`src/rtl/dscg_pkg.sv`:
```
// Package: register map, field layout and reset values of the deep-sleep gating block
package dscg_pkg;

  localparam int unsigned DSCG_UNITS = 7;

  // Register byte offsets
  localparam logic [11:0] DSCG_RUN_OFF    = 12'h104;
  localparam logic [11:0] DSCG_SLEEP_OFF  = 12'h114;
  localparam logic [11:0] DSCG_DEEP_OFF   = 12'h124;
  localparam logic [11:0] DSCG_STAT_OFF   = 12'h130;
  localparam logic [11:0] DSCG_ENA_OFF    = 12'h134;
  localparam logic [11:0] DSCG_CLR_OFF    = 12'h138;

  // Gating field positions
  localparam int unsigned DSCG_ASYNC_BIT  = 0;
  localparam int unsigned DSCG_SYNC_BIT   = 4;
  localparam int unsigned DSCG_TWI_BIT    = 12;
  localparam int unsigned DSCG_T0_BIT     = 16;
  localparam int unsigned DSCG_T1_BIT     = 17;
  localparam int unsigned DSCG_T2_BIT     = 18;
  localparam int unsigned DSCG_CMP_BIT    = 24;

  // Implemented gating bits; everything else reads as zero
  localparam logic [31:0] DSCG_GATE_MASK  = 32'h0107_1011;
  localparam logic [31:0] DSCG_GATE_RST   = 32'h0000_0000;
  localparam logic [6:0]  DSCG_IRQ_RST    = 7'h00;

  // Bus responses
  localparam logic [1:0]  DSCG_RESP_OKAY  = 2'h0;
  localparam logic [1:0]  DSCG_RESP_SLV   = 2'h2;

endpackage : dscg_pkg
```
`src/rtl/dscg_clk_gate.sv`:
```
// Glitch-free clock gate for one unit
`timescale 1ns/1ps
module dscg_clk_gate
  import dscg_pkg::*;
(
  // Clock and reset
  input  wire logic clk,
  input  wire logic rst,
  // Enable and gated clock
  input  wire logic en,
  output logic      gclk
);

  logic en_low_r;

  // Outside reset, enable changes only while clk is low, so no pulse is cut short
  always_ff @(negedge clk or posedge rst)
  begin
    if (rst)
      en_low_r <= 1'b0;
    else
      en_low_r <= en;
  end

  assign gclk = clk & en_low_r;

endmodule : dscg_clk_gate

```
`src/rtl/dscg_ctrl.sv`:
```
// Deep-sleep clock gating control with AXI4-Lite registers, unit clock gates and fault reporting
//
// Functional notes
// - A set gating bit delivers a running clock to its unit.
// - A cleared gating bit stops the unit clock, keeping it disabled.
// - Any access to an unclocked unit is answered with a bus fault.
// - All gating bits are zero after reset, so units start unclocked.
// - Register resets to zero; implemented gating fields are read/write.
// - Run, sleep and deep-sleep gating registers share one layout.
// - Sleep and deep-sleep registers apply only while auto gating is selected.
// - Deep-sleep gating register sits at offset 0x124.
// - Bit 24 comparator; bits 18, 17, 16 timers two, one, zero.
// - Bit 12 two-wire port, bit 4 sync serial, bit 0 async serial.
// - Reserved bits read zero; software preserves them on updates.
//
// The implementer's own choice: the AXI4-Lite slave port.
`timescale 1ns/1ps
module dscg_ctrl
  import dscg_pkg::*;
(
  // Clock and reset
  input  wire logic        clk,
  input  wire logic        rst,
  // AXI4-Lite write address and data
  input  wire logic [11:0] s_axi_awaddr,
  input  wire logic        s_axi_awvalid,
  output logic             s_axi_awready,
  input  wire logic [31:0] s_axi_wdata,
  input  wire logic [3:0]  s_axi_wstrb,
  input  wire logic        s_axi_wvalid,
  output logic             s_axi_wready,
  // AXI4-Lite write response
  output logic [1:0]       s_axi_bresp,
  output logic             s_axi_bvalid,
  input  wire logic        s_axi_bready,
  // AXI4-Lite read
  input  wire logic [11:0] s_axi_araddr,
  input  wire logic        s_axi_arvalid,
  output logic             s_axi_arready,
  output logic [31:0]      s_axi_rdata,
  output logic [1:0]       s_axi_rresp,
  output logic             s_axi_rvalid,
  input  wire logic        s_axi_rready,
  // Power mode
  input  wire logic        auto_gating_select,
  input  wire logic        sleep_mode,
  input  wire logic        deep_sleep_mode,
  // Units: index 0 async, 1 sync, 2 two-wire, 3..5 timers 0..2, 6 comparator
  input  wire logic [6:0]  unit_access,
  output logic [6:0]       unit_clk,
  output logic [6:0]       unit_clk_on,
  output logic [6:0]       unit_bus_fault,
  // Interrupt
  output logic             irq
);

  ////////////////////////////////////////////////////////////////////////////////
  // Field positions of each unit in the gating layout

  localparam int unsigned UNIT_POS [DSCG_UNITS] = '{DSCG_ASYNC_BIT, DSCG_SYNC_BIT,
    DSCG_TWI_BIT, DSCG_T0_BIT, DSCG_T1_BIT, DSCG_T2_BIT, DSCG_CMP_BIT};

  logic [31:0] run_r;
  logic [31:0] sleep_r;
  logic [31:0] deep_r;
  logic [6:0]  stat_r;
  logic [6:0]  ena_r;
  logic [6:0]  fault_r;

  ////////////////////////////////////////////////////////////////////////////////
  // Write channel: address and data may arrive in either order

  logic        aw_held_r;
  logic        w_held_r;
  logic [11:0] awaddr_r;
  logic [31:0] wdata_r;
  logic [3:0]  wstrb_r;
  logic        bvalid_r;
  logic [1:0]  bresp_r;

  wire         aw_fire  = s_axi_awvalid & s_axi_awready;
  wire         w_fire   = s_axi_wvalid & s_axi_wready;
  wire         aw_have  = aw_held_r | aw_fire;
  wire         w_have   = w_held_r | w_fire;
  wire         wr_fire  = aw_have & w_have & ~bvalid_r;
  wire [11:0]  wr_addr  = aw_held_r ? awaddr_r : s_axi_awaddr;
  wire [31:0]  wr_data  = w_held_r ? wdata_r : s_axi_wdata;
  wire [3:0]  wr_strb  = w_held_r ? wstrb_r : s_axi_wstrb;
  wire [31:0]  wr_bmask = {{8{wr_strb[3]}}, {8{wr_strb[2]}}, {8{wr_strb[1]}},
                           {8{wr_strb[0]}}};

  wire         wr_run   = wr_fire & (wr_addr == DSCG_RUN_OFF);
  wire         wr_sleep = wr_fire & (wr_addr == DSCG_SLEEP_OFF);
  wire         wr_deep  = wr_fire & (wr_addr == DSCG_DEEP_OFF);
  wire         wr_ena   = wr_fire & (wr_addr == DSCG_ENA_OFF);
  wire         wr_clr   = wr_fire & (wr_addr == DSCG_CLR_OFF);
  wire         wr_hit   = wr_run | wr_sleep | wr_deep | wr_ena | wr_clr |
                          (wr_fire & (wr_addr == DSCG_STAT_OFF));

  assign s_axi_awready = ~aw_held_r & ~bvalid_r;
  assign s_axi_wready  = ~w_held_r & ~bvalid_r;
  assign s_axi_bvalid  = bvalid_r;
  assign s_axi_bresp   = bresp_r;

  always_ff @(posedge clk or posedge rst)
  begin
    if (rst)
    begin
      aw_held_r <= 1'b0;
      w_held_r  <= 1'b0;
      awaddr_r  <= 12'h000;
      wdata_r   <= 32'h0000_0000;
      wstrb_r   <= 4'h0;
    end
    else
    begin
      aw_held_r <= aw_have & ~wr_fire;
      w_held_r  <= w_have & ~wr_fire;
      if (aw_fire)
        awaddr_r <= s_axi_awaddr;
      if (w_fire)
      begin
        wdata_r <= s_axi_wdata;
        wstrb_r <= s_axi_wstrb;
      end
    end
  end

  always_ff @(posedge clk or posedge rst)
  begin
    if (rst)
    begin
      bvalid_r <= 1'b0;
      bresp_r  <= DSCG_RESP_OKAY;
    end
    else if (wr_fire)
    begin
      bvalid_r <= 1'b1;
      bresp_r  <= wr_hit ? DSCG_RESP_OKAY : DSCG_RESP_SLV;
    end
    else if (s_axi_bready)
      bvalid_r <= 1'b0;
  end

  ////////////////////////////////////////////////////////////////////////////////
  // Gating registers: one layout for run, sleep and deep sleep

  function automatic logic [31:0] merge_gate(input logic [31:0] old_v,
                                             input logic [31:0] new_v,
                                             input logic [31:0] bmask);
    merge_gate = ((old_v & ~bmask) | (new_v & bmask)) & DSCG_GATE_MASK;
  endfunction : merge_gate

  always_ff @(posedge clk or posedge rst)
  begin
    if (rst)
    begin
      run_r   <= DSCG_GATE_RST;
      sleep_r <= DSCG_GATE_RST;
      deep_r  <= DSCG_GATE_RST;
    end
    else
    begin
      if (wr_run)
        run_r <= merge_gate(run_r, wr_data, wr_bmask);
      if (wr_sleep)
        sleep_r <= merge_gate(sleep_r, wr_data, wr_bmask);
      if (wr_deep)
        deep_r <= merge_gate(deep_r, wr_data, wr_bmask);
    end
  end

  ////////////////////////////////////////////////////////////////////////////////
  // Select the active register and gate the unit clocks

  wire [31:0] active_gate = (auto_gating_select & deep_sleep_mode) ? deep_r :
                            (auto_gating_select & sleep_mode)      ? sleep_r :
                            run_r;

  for (genvar i = 0; i < DSCG_UNITS; i++)
  begin : g_unit
    assign unit_clk_on[i] = active_gate[UNIT_POS[i]];
    dscg_clk_gate u_gate (
      .clk  (clk),
      .rst  (rst),
      .en   (unit_clk_on[i]),
      .gclk (unit_clk[i])
    );
  end

  ////////////////////////////////////////////////////////////////////////////////
  // Bus faults for accesses to unclocked units, and the interrupt

  wire [6:0] fault_evt = unit_access & ~unit_clk_on;

  assign unit_bus_fault = fault_r;
  assign irq            = |(stat_r & ena_r);

  always_ff @(posedge clk or posedge rst)
  begin
    if (rst)
    begin
      fault_r <= DSCG_IRQ_RST;
      stat_r  <= DSCG_IRQ_RST;
      ena_r   <= DSCG_IRQ_RST;
    end
    else
    begin
      fault_r <= fault_evt;
      if (wr_ena)
        ena_r <= wr_strb[0] ? wr_data[6:0] : ena_r;
      // A new event wins over a simultaneous clear
      stat_r <= (stat_r & ~((wr_clr & wr_strb[0]) ? wr_data[6:0] : 7'h00)) | fault_evt;
    end
  end

  ////////////////////////////////////////////////////////////////////////////////
  // Read channel

  logic        rvalid_r;
  logic [31:0] rdata_r;
  logic [1:0]  rresp_r;

  wire         rd_fire = s_axi_arvalid & s_axi_arready;
  wire         rd_map  = (s_axi_araddr == DSCG_RUN_OFF) | (s_axi_araddr == DSCG_SLEEP_OFF) |
                         (s_axi_araddr == DSCG_DEEP_OFF) | (s_axi_araddr == DSCG_STAT_OFF) |
                         (s_axi_araddr == DSCG_ENA_OFF) | (s_axi_araddr == DSCG_CLR_OFF);
  wire [31:0]  rd_mux  = (s_axi_araddr == DSCG_RUN_OFF)   ? run_r :
                         (s_axi_araddr == DSCG_SLEEP_OFF) ? sleep_r :
                         (s_axi_araddr == DSCG_DEEP_OFF)  ? deep_r :
                         (s_axi_araddr == DSCG_STAT_OFF)  ? {25'h0, stat_r} :
                         (s_axi_araddr == DSCG_ENA_OFF)   ? {25'h0, ena_r} :
                         32'h0000_0000;

  assign s_axi_arready = ~rvalid_r;
  assign s_axi_rvalid  = rvalid_r;
  assign s_axi_rdata   = rdata_r;
  assign s_axi_rresp   = rresp_r;

  always_ff @(posedge clk or posedge rst)
  begin
    if (rst)
    begin
      rvalid_r <= 1'b0;
      rdata_r  <= 32'h0000_0000;
      rresp_r  <= DSCG_RESP_OKAY;
    end
    else if (rd_fire)
    begin
      rvalid_r <= 1'b1;
      rdata_r  <= rd_mux;
      rresp_r  <= rd_map ? DSCG_RESP_OKAY : DSCG_RESP_SLV;
    end
    else if (s_axi_rready)
      rvalid_r <= 1'b0;
  end

  ////////////////////////////////////////////////////////////////////////////////
  // Assertions

  reserved_zero_a: assert property (@(posedge clk) disable iff (rst)
    ((deep_r | run_r | sleep_r) & ~DSCG_GATE_MASK) == 32'h0000_0000)
    else $error("reserved gating bit set");

  reset_clear_a: assert property (@(posedge clk)
    $fell(rst) |-> (deep_r == DSCG_GATE_RST) && (run_r == DSCG_GATE_RST) &&
      (sleep_r == DSCG_GATE_RST) && (unit_clk_on == 7'h00))
    else $error("gating register not zero after reset");

  fault_gated_a: assert property (@(posedge clk) disable iff (rst)
    (unit_access & ~unit_clk_on) != 7'h00 |=> unit_bus_fault == $past(fault_evt))
    else $error("missing bus fault for unclocked unit");

  no_fault_on_a: assert property (@(posedge clk) disable iff (rst)
    1'b1 |=> (unit_bus_fault & $past(unit_clk_on)) == 7'h00)
    else $error("bus fault on clocked unit");

  deep_select_a: assert property (@(posedge clk) disable iff (rst)
    auto_gating_select && deep_sleep_mode |->
      unit_clk_on == {deep_r[24], deep_r[18:16], deep_r[12], deep_r[4], deep_r[0]})
    else $error("deep sleep selection wrong");

  run_select_a: assert property (@(posedge clk) disable iff (rst)
    !auto_gating_select |->
      unit_clk_on == {run_r[24], run_r[18:16], run_r[12], run_r[4], run_r[0]})
    else $error("run selection wrong without auto gating");

  deep_write_a: assert property (@(posedge clk) disable iff (rst)
    wr_deep && wr_strb == 4'hf |=> deep_r == ($past(wr_data) & DSCG_GATE_MASK))
    else $error("deep gating write not stored");

  write_resp_a: assert property (@(posedge clk) disable iff (rst)
    wr_fire |=> s_axi_bvalid && (s_axi_bresp == ($past(wr_hit) ? DSCG_RESP_OKAY : DSCG_RESP_SLV)))
    else $error("write response missing");

  gate_off_a: assert property (@(posedge clk) disable iff (rst)
    !unit_clk_on[0] |-> !g_unit[0].u_gate.en_low_r)
    else $error("gated clock still enabled");

  irq_sticky_a: assert property (@(posedge clk) disable iff (rst)
    fault_evt != 7'h00 |=> (stat_r & $past(fault_evt)) == $past(fault_evt))
    else $error("fault event lost from status");

endmodule : dscg_ctrl

```
`config.mk`:
```
export PLATFORM = sky130hd
export DESIGN_NAME = dscg_ctrl
export DESIGN_NICKNAME = d
export VERILOG_FILES = /design/src/rtl/dscg_pkg.sv /design/src/rtl/dscg_clk_gate.sv /design/src/rtl/dscg_ctrl.sv
export SDC_FILE = /design/constraint.sdc
export NUM_CORES = 1
export LEC_CHECK = 0
export ABC_AREA = 1
export BUFFER_PORTS_ARGS = -buffer_cell sky130_fd_sc_hd__buf_2
export CORE_MARGIN = 2
export CORE_UTILIZATION = 54
export CTS_BUF_LIST = sky130_fd_sc_hd__clkbuf_8
export DETAILED_ROUTE_END_ITERATION = 12
export PLACE_DENSITY = 0.87
export SYNTH_ARGS = -nofsm -noshare
export SYNTH_HDL_FRONTEND = slang
export SYNTH_SLANG_ARGS = --single-unit
```
`constraint.sdc`:
```
create_clock -name clk -period 3.74 [get_ports clk]
set_clock_uncertainty 0.1 [all_clocks]
set_input_delay 0.561 -clock clk [delete_from_list [all_inputs] [get_ports clk]]
set_output_delay 0.561 -clock clk [all_outputs]
set_load 0.1 [all_outputs]
```
* Word level (Yosys, flattened, before mapping) *
Cells that the tools add are included.

cells by class
  eq/ne operators = 12
  multiplexer cells = 17
  bitwise logic cells = 56
  reductions and logical operators = 4

operators with widths
  kind                 count
  $mux 25              6
  $eq 12x9->1 const B  12
  $and 25x25->25       4
  $or 25x25->25        3
  $and 1x1->1          25
  $not 25->25          1
  $and 7x7->7          3
  $mux 7               3
  $not 7->7            2
  $mux 12              1
  $or 1x1->1           12
  $or 7x7->7           1
  $reduce_or 7->1      1
  $not 1->1            5
  $mux 1               4
  $mux 2               2
  $mux 4               1
  $reduce_bool 2->1    2
  $reduce_and 2->1     1

storage, ports and cells
  flip-flop bits (word level) = 130
  bits of input ports = 77
  output and inout port bits = 63
  word-level logic and storage cells = 112

* Depth between registers and ports, before layout *
  word-level depth = 13
  mapped depth = 11
  gate-level depth less buffers = 11

* Modules after synthesis *
Synthesis repeated with hierarchy kept, for this count alone.

second synthesis, totals
  cells, all modules = 669
  area, all modules = 5,091.1 um^2

by module, submodules not included
  module         times used  cells an instance  area an instance (um^2)  seq. area each (um^2)
  dscg_ctrl      1           641                4,837.1                  2,202.1
  dscg_clk_gate  7           4                  36.3                     25.0

==> results.md <==
- After floorplanning, the core was divided into 35 placement rows.
- Across the VDD grid, the largest voltage drop is 577 uV.
- The relative contribution of the clock network to total power is 35.4%.
- The internal power summed over all cells is slightly below 2000 uW.
- Detailed placement ended at an HPWL of about 8700 um.
- Across the run, the number of max-cap violations was 0.
- The number of standard cells in the final layout excluding fillers is between 800 and 900.
- The number of antenna violations at the first check in global routing is 0.
- The initial core utilization is between 50% and 60%.
- Per report_power, the sequential group accounts for 35.7% of the total.
- The number of filler cells placed in the layout is 740.
- Dividing the synthesized area by the synthesized cell count gives 7.61 um2.
- The final net count is 829.
- During I/O placement, the number of pins put on the boundary was 140.
- The global placer's final weighted congestion is just over 0.9.
- The worst setup path is launched from a flop.
- The number of distinct library cells after synthesis is 36.
- The library cell used most frequently in the layout, excluding fill and tap cells, is nand2_1.
- The global-route wire length before repair is between 15000 and 20000 um.
- The repair_antennas step left the layout with diodes totalling 0.
- The buffers inserted during post-CTS setup optimization is 0.
- Headroom to the max-slew limit came out at 42.8%.
- The sequential element share of the synthesized area is 47.0%.
- The die is 101 um tall.
- After clock tree synthesis, the clock-pin slew on the worst setup and hold paths is approximately 0.10 ns.
- The total grt overflow is 0.
- For this design the ratio of total power to cell area is around 650 nW/um2.
- After detailed routing, the number of remaining DRC violations is 0.
- In the final routed layout, each cell accounts on average for 13.3 um.
- The number of setup violations in the final report is 0.
- Summing all placed instances gives a cell area of ~5400 um2.
- The combined area of all synthesized cells is roughly 5000 um2.
- The area of the core is 9150 um2.
- The number of synthesized register bits is 95.
- Prior to clock tree synthesis, the placed netlist has a worst setup slack of roughly 0.17 ns.
- Global routing used 24.6% of the available tracks across all layers.
- The number of standard cells after synthesis is around 670.
- The analysis attributes to cell leakage a power of 0.00319 uW.
- The capturing element type of the critical path is an output port.
- The pin count of the biggest net entering global routing is 66.
- The count of buffers from port buffering is 97.
- The max-slew violation count came to 0.
- The top cell types in the final layout, fill and taps aside, are nand2_1 (173), inv_1 (101), buf_2 (90).
- The path class of the tightest hold or removal check is input port to flop.
- The register area is 2380 um2.
- The flow ran to the end, and the final reports show no timing, DRC or antenna violations.
- The fraction of power spent switching nets is between 40 and 50%.
- The hold violation total from the final report is 0.
- In this run, placement finished with an instance count of 847.
- The power spent charging and discharging nets is about 1800 uW.
- The initial detailed-routing violation count is 370.
- The via density per instance is between 5 and 6.
- Of the cells placed in the final design, the portion with a size suffix greater than 1 is 21.1%.
- The die is slightly above 100 um wide.
- Before antenna repair, the detailed router went through 5 iterations.
- The final layout contains routed wiring with a total length of around 12000 um.
- The endpoint arrival time on the critical path is 3.05 ns.
- For the pin with the worst max-slew slack, the measured transition is 0.858 ns.
- Setup slack closes at about 0.027 ns.
- The floorplan step defined a die boundary enclosing just over 10000 um2.
- The logic gate share of total power is 28.9%.
- The critical path data required time is 3.08 ns.
- The area used by multi-input combinational logic is 1980 um2.
- The cell area after layout is about 5800 um2.
- The kind of critical path is flop to output port.
- The via count of the first global-routing pass was approximately 4300.
- The via total after detailed routing is approximately 4500.
- The maximum fanout along the worst path is 1.
- Setup repair after global routing could not meet its margin everywhere.
- The residual antenna-violating net count after detailed routing is 0.
- Compared with the post-synthesis result, the final layout area differs by 14.9%.
- The count of synthesis-stage warnings from yosys is 0.
- The CTS tree is built.
- The later pin in the worst-skew pair is clocked with a latency of approximately 0.48 ns.
## metal layers
layer / global-route usage (%) / part of all wire [%] / vias to the layer above
li1: - / - / 2202
met1: 31.5 / 43 / 2044
met2: 37.7 / 46 / 239
met3: 6.45 / 8.3 / 38
met4: 14.4 / 3.0 / 0
met5: 0 / 0 / -
## worst paths after layout
kind | from | end | slack (ns) | cells past startpoint
min in group asynchronous | rst | unit_bus_fault[4] | 0.53 | 3
max in group asynchronous | rst | g_unit[6].u_gate.en_low_r | 0.93 | 3
max reg2reg | flop | g_unit[6].u_gate.en_low_r | 0.72 | 4
max | g_unit[2].u_gate.en_low_r | unit_clk[2] | 0.03 | 3
min reg2reg | s_axi_bresp[1] | s_axi_bresp[1] | 0.39 | 2
min | s_axi_bready | s_axi_bvalid | 0.15 | 2
## cell type report
cell class / count / share of cell area [%]
clock buffers: 20 / 5.49
clock inverters: 15 / 1.61
inverters: 108 / 7.04
multi-input cells: 425 / 34.1
flip-flops and latches: 95 / 40.9
well taps: 111 / 2.39
repair buffers: 95 / 8.44
## cell usage after synthesis
cell,number,area (um2)
inv_2,5,18.8
a21oi_2,2,17.5
o21a_2,1,8.76
nand2_4,1,11.3
nand3b_1,3,22.5
clkbuf_1,11,41.3
dfrtn_1,7,175
buf_2,1,5.00
and2_1,1,6.26
conb_1,1,3.75
a221oi_1,1,8.76
dfrtp_1,88,2200
a31oi_1,2,12.5
buf_4,37,278
nor2_1,48,180
a211oi_1,1,7.51
o22ai_1,5,31.3
a22oi_1,1,7.51
o21ai_1,4,20.0
clkinv_1,2,7.51
nand2_2,5,31.3
o21ai_2,3,26.3
a21oi_1,10,50.1
inv_1,108,405
o211ai_1,6,45.0
o21ai_0,63,315
nand3_1,47,235
mux2_2,2,22.5
nor2_4,5,56.3
mux2i_1,2,20.0
nand3_2,2,20.0
buf_6,2,22.5
o2111ai_1,1,8.76
nand2_1,174,653
nor2_2,4,25.0
nand4_1,9,56.3
## cell families after synthesis
| logic type | Yosys count | share of synthesized area, % |
|---|---|---|
| AOI/OAI and AO/OA | 100 | 11.1 |
| muxes | 4 | 0.841 |
| other | 1 | 0.0741 |
| DFF | 95 | 47.0 |
| and+or+nand+nor | 299 | 25.6 |
| buffers and inverters | 166 | 15.4 |
## stage by stage
step                power (uW)  setup TNS [ns]  hold WS (ns)  utilization [%]
finish                    3770               0         0.149             63.5
global route              3980         -0.0158         0.165             63.5
CTS                       3750               0         0.147             63.2
detailed placement        2810               0         0.365             59.5
global placement          2760               0         0.357             59.5
floorplan                 2650               0         0.342                -
## critical path, stage by stage, from the launching register on
cell and delay (ns):
dfrtn_1 0.40, nand2_2 0.07, inv_2 0.07, buf_12 0.16
## what timing repair did
item	in CTS	in global routing
setup endpoints to repair	14	14
pin swaps	0	1
hold buffers	1	0
hold endpoints to repair	11	0
resized for setup	24	12
## power by group through the flow
stage	registers, uW	clock network [uW]	logic, uW
detailed placement	1370	359	1080
CTS	1350	1320	1090
floorplan	1440	385	822
global route	1370	1410	1200
finish	1350	1330	1090
global placement	1350	359	1050
No activity file was read; power rests on OpenSTA's default activity.
